==> config.mk <==
export PLATFORM = sky130hd
export DESIGN_NAME = atg_guard
export DESIGN_NICKNAME = d
export VERILOG_FILES = /design/src/include/atg_pkg.sv /design/src/rtl/atg_guard.sv
export SDC_FILE = /design/constraint.sdc
export NUM_CORES = 2
export LEC_CHECK = 0
export ABC_AREA = 1
export ABC_CLOCK_PERIOD_IN_PS = 5350
export BUFFER_PORTS_ARGS = -buffer_cell sky130_fd_sc_hd__buf_4
export CAP_MARGIN = 20
export CORE_MARGIN = 10
export CORE_UTILIZATION = 40
export DETAILED_ROUTE_END_ITERATION = 12
export MAX_ROUTING_LAYER = met4
export PLACE_DENSITY = 0.68
export SYNTH_ARGS = -nofsm -noshare
export SYNTH_HDL_FRONTEND = slang
export SYNTH_SLANG_ARGS = --single-unit
==> constraint.sdc <==
create_clock -name aclk -period 5.35 [get_ports aclk]
set_input_delay 0.535 -clock aclk [delete_from_list [all_inputs] [get_ports aclk]]
set_output_delay 0.535 -clock aclk [all_outputs]
set_load 0.05 [all_outputs]
==> src/include/atg_pkg.sv <==
// Constants, register map and carrier types for the axis travel limit guard.
`default_nettype none
package atg_pkg;
	localparam int ATG_AXES = 3;
	localparam int ATG_BOUNDS = 12;
	localparam int ATG_EVENTS = 14;
	localparam int ATG_ADDR_W = 12;
	localparam logic [11:0] ATG_ADDR_CTRL = 12'h000;
	localparam logic [11:0] ATG_ADDR_STATUS = 12'h004;
	localparam logic [11:0] ATG_ADDR_IRQ_STAT = 12'h008;
	localparam logic [11:0] ATG_ADDR_IRQ_MASK = 12'h00C;
	// Bound registers start here, one word each; axis order is z, x, y with the positive bound first.
	localparam logic [11:0] ATG_ADDR_BOUND_BASE = 12'h010;
	localparam logic [3:0] ATG_BOUND_FIRST_WORD = 4'h4;
	localparam int ATG_TIP_BASE = 0;
	localparam int ATG_MECH_BASE = 6;
	localparam logic [4:0] ATG_CTRL_RESET = 5'h06;
	localparam logic [31:0] ATG_BOUND_POS_RESET = 32'h7FFFFFFF;
	localparam logic [31:0] ATG_BOUND_NEG_RESET = 32'h80000000;
	localparam logic [13:0] ATG_MASK_RESET = 14'h0000;
	localparam int ATG_CLK_MHZ = 100;
	localparam int ATG_FILTER_NS = 1000;
	localparam int ATG_FILTER_CYCLES = (ATG_FILTER_NS * ATG_CLK_MHZ + 999) / 1000;
	localparam logic [1:0] ATG_RESP_OKAY = 2'h0;
	localparam logic [1:0] ATG_RESP_SLVERR = 2'h2;
	typedef struct packed {
		logic tip_en;
		logic mech_en;
		logic polarity;
		logic detect_en;
		logic mode;
	} atg_ctrl_t;
	typedef struct packed {
		logic [2:0] tip_neg;
		logic [2:0] tip_pos;
		logic [2:0] mech_neg;
		logic [2:0] mech_pos;
		logic hard_neg;
		logic hard_pos;
	} atg_alarm_t;
endpackage
`default_nettype wire

==> src/rtl/atg_guard.sv <==
// Travel limit guard: hard limit switches, soft limit bounds, alarms, feed control and AXI4-Lite registers.
//
// What this block does
// - Active hard limit stops all feed, halts the program, raises hard alarm.
// - Hard alarm clears in manual mode once the carriage leaves the switch.
// - One shared positive limit input and one shared negative limit input.
// - Positive hard alarm blocks positive motion on all axes; negative likewise.
// - Mode bit set makes a hard limit hit an emergency-stop style halt.
// - Detection enable bit off means no hard limit alarms are raised.
// - Polarity one: high level on a limit input is the alarm condition.
// - Polarity zero: low level on a limit input is the alarm condition.
// - Machine position beyond its mechanical bound raises mechanical soft alarm.
// - Tool-tip position beyond its tool-tip bound raises tool-tip soft alarm.
// - Soft alarm clears on manual move opposite the overtravel, back in range.
// - Crossing a soft bound brings the axes to a decelerated stop.
// - Separate positive and negative bounds per axis, mechanical and tool-tip sets.
// - Independent enables for mechanical and tool-tip checks; disabled raises nothing.
`timescale 1ns/1ps
`default_nettype none
module atg_guard
	import atg_pkg::*;
(
	input wire logic aclk,
	input wire logic aresetn,
	input wire logic [11:0] s_axi_awaddr,
	input wire logic s_axi_awvalid,
	output logic s_axi_awready,
	input wire logic [31:0] s_axi_wdata,
	input wire logic [3:0] s_axi_wstrb,
	input wire logic s_axi_wvalid,
	output logic s_axi_wready,
	output logic [1:0] s_axi_bresp,
	output logic s_axi_bvalid,
	input wire logic s_axi_bready,
	input wire logic [11:0] s_axi_araddr,
	input wire logic s_axi_arvalid,
	output logic s_axi_arready,
	output logic [31:0] s_axi_rdata,
	output logic [1:0] s_axi_rresp,
	output logic s_axi_rvalid,
	input wire logic s_axi_rready,
	input wire logic shared_positive_limit_in,
	input wire logic shared_negative_limit_in,
	input wire logic manual_mode,
	input wire logic [2:0] jog_pos,
	input wire logic [2:0] jog_neg,
	input wire logic [2:0][31:0] machine_pos,
	input wire logic [2:0][31:0] tooltip_pos,
	output logic feed_stop,
	output logic feed_decel,
	output logic program_halt,
	output logic estop_halt,
	output logic [2:0] block_pos,
	output logic [2:0] block_neg,
	output logic irq
);
	atg_ctrl_t ctrl;
	atg_alarm_t alarm;
	atg_alarm_t alarm_q;
	logic [13:0] irq_stat;
	logic [13:0] irq_mask;
	logic [31:0] bound [ATG_BOUNDS];
	logic [1:0] sync_a;
	logic [1:0] sync_b;
	logic [1:0] filt_level;
	logic [1:0][7:0] filt_cnt;
	logic [1:0] limit_active;
	logic [2:0] mech_pos_v;
	logic [2:0] mech_neg_v;
	logic [2:0] tip_pos_v;
	logic [2:0] tip_neg_v;
	atg_alarm_t next_alarm;
	logic [31:0] next_rdata;
	logic [1:0] next_rresp;

	// Filter: the clean level follows the synchronised input only after it stood for the whole filter time.
	genvar gl;
	generate
		for (gl = 0; gl < 2; gl++)
		begin : g_limit
			always_ff @(posedge aclk)
			begin
				if (!aresetn)
				begin
					filt_cnt[gl] <= 8'h00;
					filt_level[gl] <= 1'b0;
				end
				else if (sync_b[gl] == filt_level[gl])
					filt_cnt[gl] <= 8'h00;
				else if (filt_cnt[gl] == 8'(ATG_FILTER_CYCLES - 1))
				begin
					filt_cnt[gl] <= 8'h00;
					filt_level[gl] <= sync_b[gl];
				end
				else
					filt_cnt[gl] <= filt_cnt[gl] + 8'h01;
			end
			assign limit_active[gl] = ctrl.polarity ? filt_level[gl] : ~filt_level[gl];
		end
	endgenerate

	// Two stages per shared switch line; only the second stage is looked at.
	always_ff @(posedge aclk)
	begin
		if (!aresetn)
		begin
			sync_a <= 2'h0;
			sync_b <= 2'h0;
		end
		else
		begin
			sync_a <= {shared_negative_limit_in, shared_positive_limit_in};
			sync_b <= sync_a;
		end
	end

	// Hard alarms hold until manual mode and the switch released; the release is only reachable by reverse travel.
	assign next_alarm.hard_pos = ctrl.detect_en & (limit_active[0] | (alarm.hard_pos & ~manual_mode));
	assign next_alarm.hard_neg = ctrl.detect_en & (limit_active[1] | (alarm.hard_neg & ~manual_mode));

	genvar ga;
	generate
		for (ga = 0; ga < ATG_AXES; ga++)
		begin : g_axis
			assign mech_pos_v[ga] = $signed(machine_pos[ga]) > $signed(bound[ATG_MECH_BASE + 2 * ga]);
			assign mech_neg_v[ga] = $signed(machine_pos[ga]) < $signed(bound[ATG_MECH_BASE + 2 * ga + 1]);
			assign tip_pos_v[ga] = $signed(tooltip_pos[ga]) > $signed(bound[ATG_TIP_BASE + 2 * ga]);
			assign tip_neg_v[ga] = $signed(tooltip_pos[ga]) < $signed(bound[ATG_TIP_BASE + 2 * ga + 1]);
			// A new violation wins over the clear, so an axis never slips out of alarm while still outside.
			assign next_alarm.mech_pos[ga] = ctrl.mech_en & (mech_pos_v[ga]
				| (alarm.mech_pos[ga] & ~(manual_mode & jog_neg[ga])));
			assign next_alarm.mech_neg[ga] = ctrl.mech_en & (mech_neg_v[ga]
				| (alarm.mech_neg[ga] & ~(manual_mode & jog_pos[ga])));
			assign next_alarm.tip_pos[ga] = ctrl.tip_en & (tip_pos_v[ga]
				| (alarm.tip_pos[ga] & ~(manual_mode & jog_neg[ga])));
			assign next_alarm.tip_neg[ga] = ctrl.tip_en & (tip_neg_v[ga]
				| (alarm.tip_neg[ga] & ~(manual_mode & jog_pos[ga])));
			assign block_pos[ga] = alarm.hard_pos | alarm.mech_pos[ga] | alarm.tip_pos[ga];
			assign block_neg[ga] = alarm.hard_neg | alarm.mech_neg[ga] | alarm.tip_neg[ga];
		end
	endgenerate

	always_ff @(posedge aclk)
	begin
		if (!aresetn)
		begin
			alarm <= '0;
			alarm_q <= '0;
		end
		else
		begin
			alarm <= next_alarm;
			alarm_q <= alarm;
		end
	end

	// Hard hits halt at once; soft hits decelerate because the position is known and no coordinates are lost.
	assign feed_stop = alarm.hard_pos | alarm.hard_neg;
	assign estop_halt = feed_stop & ctrl.mode;
	assign feed_decel = |{alarm.mech_pos, alarm.mech_neg, alarm.tip_pos, alarm.tip_neg};
	assign program_halt = feed_stop | feed_decel;
	assign irq = |(irq_stat & irq_mask);

	// Register slave: a write needs address and data together, the response comes one cycle later.
	logic wr_go;
	logic rd_go;
	logic w_bound_hit;
	logic r_bound_hit;
	logic [3:0] w_bidx;
	logic [3:0] r_bidx;
	logic [31:0] wmask;
	logic w_known;
	assign wr_go = s_axi_awvalid & s_axi_wvalid & ~s_axi_bvalid;
	assign s_axi_awready = wr_go;
	assign s_axi_wready = wr_go;
	assign rd_go = s_axi_arvalid & ~s_axi_rvalid;
	assign s_axi_arready = rd_go;
	assign w_bound_hit = (s_axi_awaddr[11:6] == 6'h00) && (s_axi_awaddr[5:4] != 2'h0);
	assign r_bound_hit = (s_axi_araddr[11:6] == 6'h00) && (s_axi_araddr[5:4] != 2'h0);
	assign w_bidx = s_axi_awaddr[5:2] - ATG_BOUND_FIRST_WORD;
	assign r_bidx = s_axi_araddr[5:2] - ATG_BOUND_FIRST_WORD;
	assign w_known = w_bound_hit || s_axi_awaddr == ATG_ADDR_CTRL || s_axi_awaddr == ATG_ADDR_STATUS
		|| s_axi_awaddr == ATG_ADDR_IRQ_STAT || s_axi_awaddr == ATG_ADDR_IRQ_MASK;

	genvar gb;
	generate
		for (gb = 0; gb < 4; gb++)
		begin : g_strb
			assign wmask[8 * gb +: 8] = {8{s_axi_wstrb[gb]}};
		end
		for (gb = 0; gb < ATG_BOUNDS; gb++)
		begin : g_bound
			always_ff @(posedge aclk)
			begin
				if (!aresetn)
					bound[gb] <= (gb % 2 == 0) ? ATG_BOUND_POS_RESET : ATG_BOUND_NEG_RESET;
				else if (wr_go && w_bound_hit && w_bidx == 4'(gb))
					bound[gb] <= (bound[gb] & ~wmask) | (s_axi_wdata & wmask);
			end
		end
	endgenerate

	always_ff @(posedge aclk)
	begin
		if (!aresetn)
		begin
			ctrl <= ATG_CTRL_RESET;
			irq_mask <= ATG_MASK_RESET;
			irq_stat <= '0;
		end
		else
		begin
			if (wr_go && s_axi_awaddr == ATG_ADDR_CTRL && s_axi_wstrb[0])
				ctrl <= s_axi_wdata[4:0];
			if (wr_go && s_axi_awaddr == ATG_ADDR_IRQ_MASK)
				irq_mask <= (irq_mask & ~wmask[13:0]) | (s_axi_wdata[13:0] & wmask[13:0]);
			// A fresh alarm edge in the same cycle as a write-one-to-clear keeps its bit.
			if (wr_go && s_axi_awaddr == ATG_ADDR_IRQ_STAT)
				irq_stat <= (irq_stat & ~(s_axi_wdata[13:0] & wmask[13:0])) | (alarm & ~alarm_q);
			else
				irq_stat <= irq_stat | (alarm & ~alarm_q);
		end
	end

	always_comb
	begin
		next_rdata = 32'h00000000;
		next_rresp = ATG_RESP_OKAY;
		if (r_bound_hit)
			next_rdata = bound[r_bidx];
		else
		begin
			case (s_axi_araddr)
				ATG_ADDR_CTRL: next_rdata = {27'h0000000, ctrl};
				ATG_ADDR_STATUS: next_rdata = {18'h00000, alarm};
				ATG_ADDR_IRQ_STAT: next_rdata = {18'h00000, irq_stat};
				ATG_ADDR_IRQ_MASK: next_rdata = {18'h00000, irq_mask};
				default: next_rresp = ATG_RESP_SLVERR;
			endcase
		end
	end

	always_ff @(posedge aclk)
	begin
		if (!aresetn)
		begin
			s_axi_bvalid <= 1'b0;
			s_axi_bresp <= ATG_RESP_OKAY;
			s_axi_rvalid <= 1'b0;
			s_axi_rdata <= 32'h00000000;
			s_axi_rresp <= ATG_RESP_OKAY;
		end
		else
		begin
			if (wr_go)
			begin
				s_axi_bvalid <= 1'b1;
				s_axi_bresp <= w_known ? ATG_RESP_OKAY : ATG_RESP_SLVERR;
			end
			else if (s_axi_bready)
				s_axi_bvalid <= 1'b0;
			if (rd_go)
			begin
				s_axi_rvalid <= 1'b1;
				s_axi_rdata <= next_rdata;
				s_axi_rresp <= next_rresp;
			end
			else if (s_axi_rready)
				s_axi_rvalid <= 1'b0;
		end
	end
endmodule
`default_nettype wire

==> results.ini <==
[setup_path]
crit-reg2reg-launch=bound[4][31]
crit_slowest_cell=inv_1
startpoint_type=primary input
cp_num_buf_inv=3
crit_arrival_ps=3390
cpPeakStageDelay_ps=770
rr_endpoint=alarm[10]
crit_family=buffers and inverters
path_cells=buf_4 > clkinv_1 > ha_1 > nor3_1 > nand2_1 > inv_1 > o311ai_1 > a21oi_1
critical_path_required_ps=5900
cp-end-kind=register
critPathMaxFanout=30
r2r_cells=9
criticalPathCategory=primary input to register
regToRegSetupSlack_ps=2760

[min_path]
hold_class=primary input to register
hold_depth=3
hold_start=shared_positive_limit_in
whs_endpoint=sync_a[0]

[cts]
cts_hold_buf=0
clk_pin_slew_ps=60
clk_latency_ps=640
post_cts_resized=0
ctsRootBufferMaster=clkbuf_16
numCtsBuffers=57
post-cts-setup-buffer-count=0
tritoncts=done
ctsHtreeMaxLevel=2
cts_buffer_depth=3
cts_num_sinks=503

[global_route]
overflow=0
antenna_found_initial=2
grt_pass1_vias=29500
grt_max_degree=59
grt_first_pass_wirelength_um=187800
track_usage=0.2715

[die]
ios=320
die_y_um=307.5
coreArea_mm2=0.08198
die_area_mm2=0.09453
num_rows=105
die_x_um=307.5
start_util=0.4032

[timing]
skew_ps=11.77
max_slew.worst_pin.slew_ps=1180
drv_slew=0
max_freq_mhz=352.4
rsz0062_at_grt=no
setup_ws_ps=2512
setup_viol_count_final=0
max_slew_margin=0.2047
fin_setup_tns_ps=0
finalHoldViolations=0
finalCritPeriodShare=0.5305
finalCriticalPeriod_ps=2838

[drt]
routed_wirelength_um=129900
first_pass_iters=9
drcViolationCount=0
viasPerCell=5.754
ant_nets=0
first_iter_violations=3753
wire_per_inst_um=24.49
via_count=30530

[synthesis]
netlist.area_leader.share=0.3489
synth-edff-count=384
synthCells=3922
synth_area_mm2=0.03305
ys_seq_elements=503
synth-main-ff-cell=edfxtp_1
ys_async_sr_fraction=0
yosysTopAreaCell=edfxtp_1
yosysWarnings=0
syn_area_per_cell_um2=8.428
synthTopCellsByArea=edfxtp_1 (35%), ha_1 (14%), nand2_1 (7.6%)
synth_cell_types=50
ys_seq_area_frac=0.4209

[job]
max_cap_violations=0

[place]
place.gp.congestion=1.004
portBuffers=317
pre_cts_ws_ps=2012
dp_hpwl_um=98550

[pwr]
power.density_mw_per_mm2=252.1
ir_worst_vdd_mv=0.2500
p_leak_uw=0.01748

[status]
status=finished clean

[layout]
nNetsFinal=4838
drive_gt1_frac=0.1228
area_growth_pct=15.64

cells by family after synthesis:
family | count (synthesis) | synth area share
buf+inv | 774 | 0.09365
xor+xnor | 4 | 0.001060
compound gates | 1030 | 0.1854
flops | 503 | 0.4209
fa+ha+maj | 381 | 0.1442
other cells | 1 | 0.0001135
simple gates | 1229 | 0.1546
report_power, final:
group / total [uW] / internal [uW] / switching (uW)
combinational: 1370 / 435 / 933
sequential: 4300 / 4250 / 47.0
clock: 3970 / 2270 / 1700
tightest hold or removal path, delay by kind of cell:
family / cells / cell delay, ps
AND/OR/NAND/NOR: 1 / 40
buffers and inverters: 2 / 120
cell usage after synthesis (7+ instances only):
library cell  count
o22ai_1         114
o21ai_0         147
o2111ai_1        21
nand4_1          44
nor2_1          343
nand2_2           7
o311ai_1          8
nand2_1         668
buf_4            25
clkbuf_1         90
nor2_2           26
inv_1           599
dfxtp_1         119
buf_6             7
o211ai_1        191
ha_1            381
o21a_1           16
a22oi_1          41
buf_2            35
a211oi_1          8
nor3_1           27
nor2_4            9
inv_2            13
a31oi_1           7
edfxtp_1        384
nand3_1          86
a21oi_1         449
state kept, by name, summed over array words and instances, names as in the netlist, named ones only:
register and flops:
s_axi_bvalid 1, sync_a 2, ctrl 5, s_axi_rdata 32, s_axi_rvalid 1, s_axi_rresp 1, filt_cnt 16, bound 384
filt_level 2, s_axi_bresp 1, alarm 14, sync_b 2, alarm_q 14, irq_stat 14
per-layer routing:
layer / up-vias / GRT usage / routed length, um
li1: 14120 / - / -
met1: 14330 / 0.3214 / 49060
met2: 1736 / 0.4269 / 59310
met3: 347 / 0.05786 / 13260
met4: 0 / 0.1523 / 8302
met5: - / - / 0
final cells by class:
type / instances / area, um2
inverters: 614 / 2305
diodes: 2 / 5.005
repair buffers: 367 / 2768
multi-input cells: 2646 / 16060
clock buffers: 84 / 1653
flip-flops and latches: 503 / 13910
clock inverters: 20 / 178.9
well taps: 1070 / 1339
fillers: 8060 / 43760
per-stage QoR:
step | hold slack, ps | cell area (um2) | instances | utilization | power [uW]
3_3_place_gp | 409.8 | 36370 | 5199 | 0.4436 | 5687
5_1_grt | 96.61 | 38220 | 5306 | 0.4663 | 9892
2_1_floorplan | 390.5 | 33060 | 3923 | - | 5072
6_report | 85.45 | 38220 | 5306 | 0.4663 | 9636
4_1_cts | 73.98 | 38200 | 5303 | 0.4659 | 9596
3_5_place_dp | 407.7 | 36370 | 5199 | 0.4436 | 5707
cell usage in the layout (no fill, tap or decap), types with 44 or more instances in the layout:
master     synthesis  layout
o21ai_0          147     147
nand4_1           44      44
buf_4             25     366
inv_1            599     596
o211ai_1         191     191
dfxtp_1          119     119
nand3_1           86      86
nor2_1           343     343
a21oi_1          449     449
ha_1             381     381
nand2_1          668     665
clkbuf_16          0      60
o22ai_1          114     114
edfxtp_1         384     384
worst max path at each step:
stage               startpoint         endpoint  slack, ps  depth (start not counted)
5_1_grt        s_axi_araddr[4]  s_axi_rdata[16]       2380                          8
2_1_floorplan    s_axi_awvalid      bound[0][0]       2870                          6
6_report       s_axi_araddr[4]  s_axi_rdata[17]       2510                          8
3_5_place_dp   s_axi_araddr[4]  s_axi_rdata[16]       2010                          8
3_3_place_gp   s_axi_araddr[4]  s_axi_rdata[23]       2110                          8
4_1_cts        s_axi_araddr[4]  s_axi_rdata[16]       2660                          8
(Power assumes the default switching activity.)
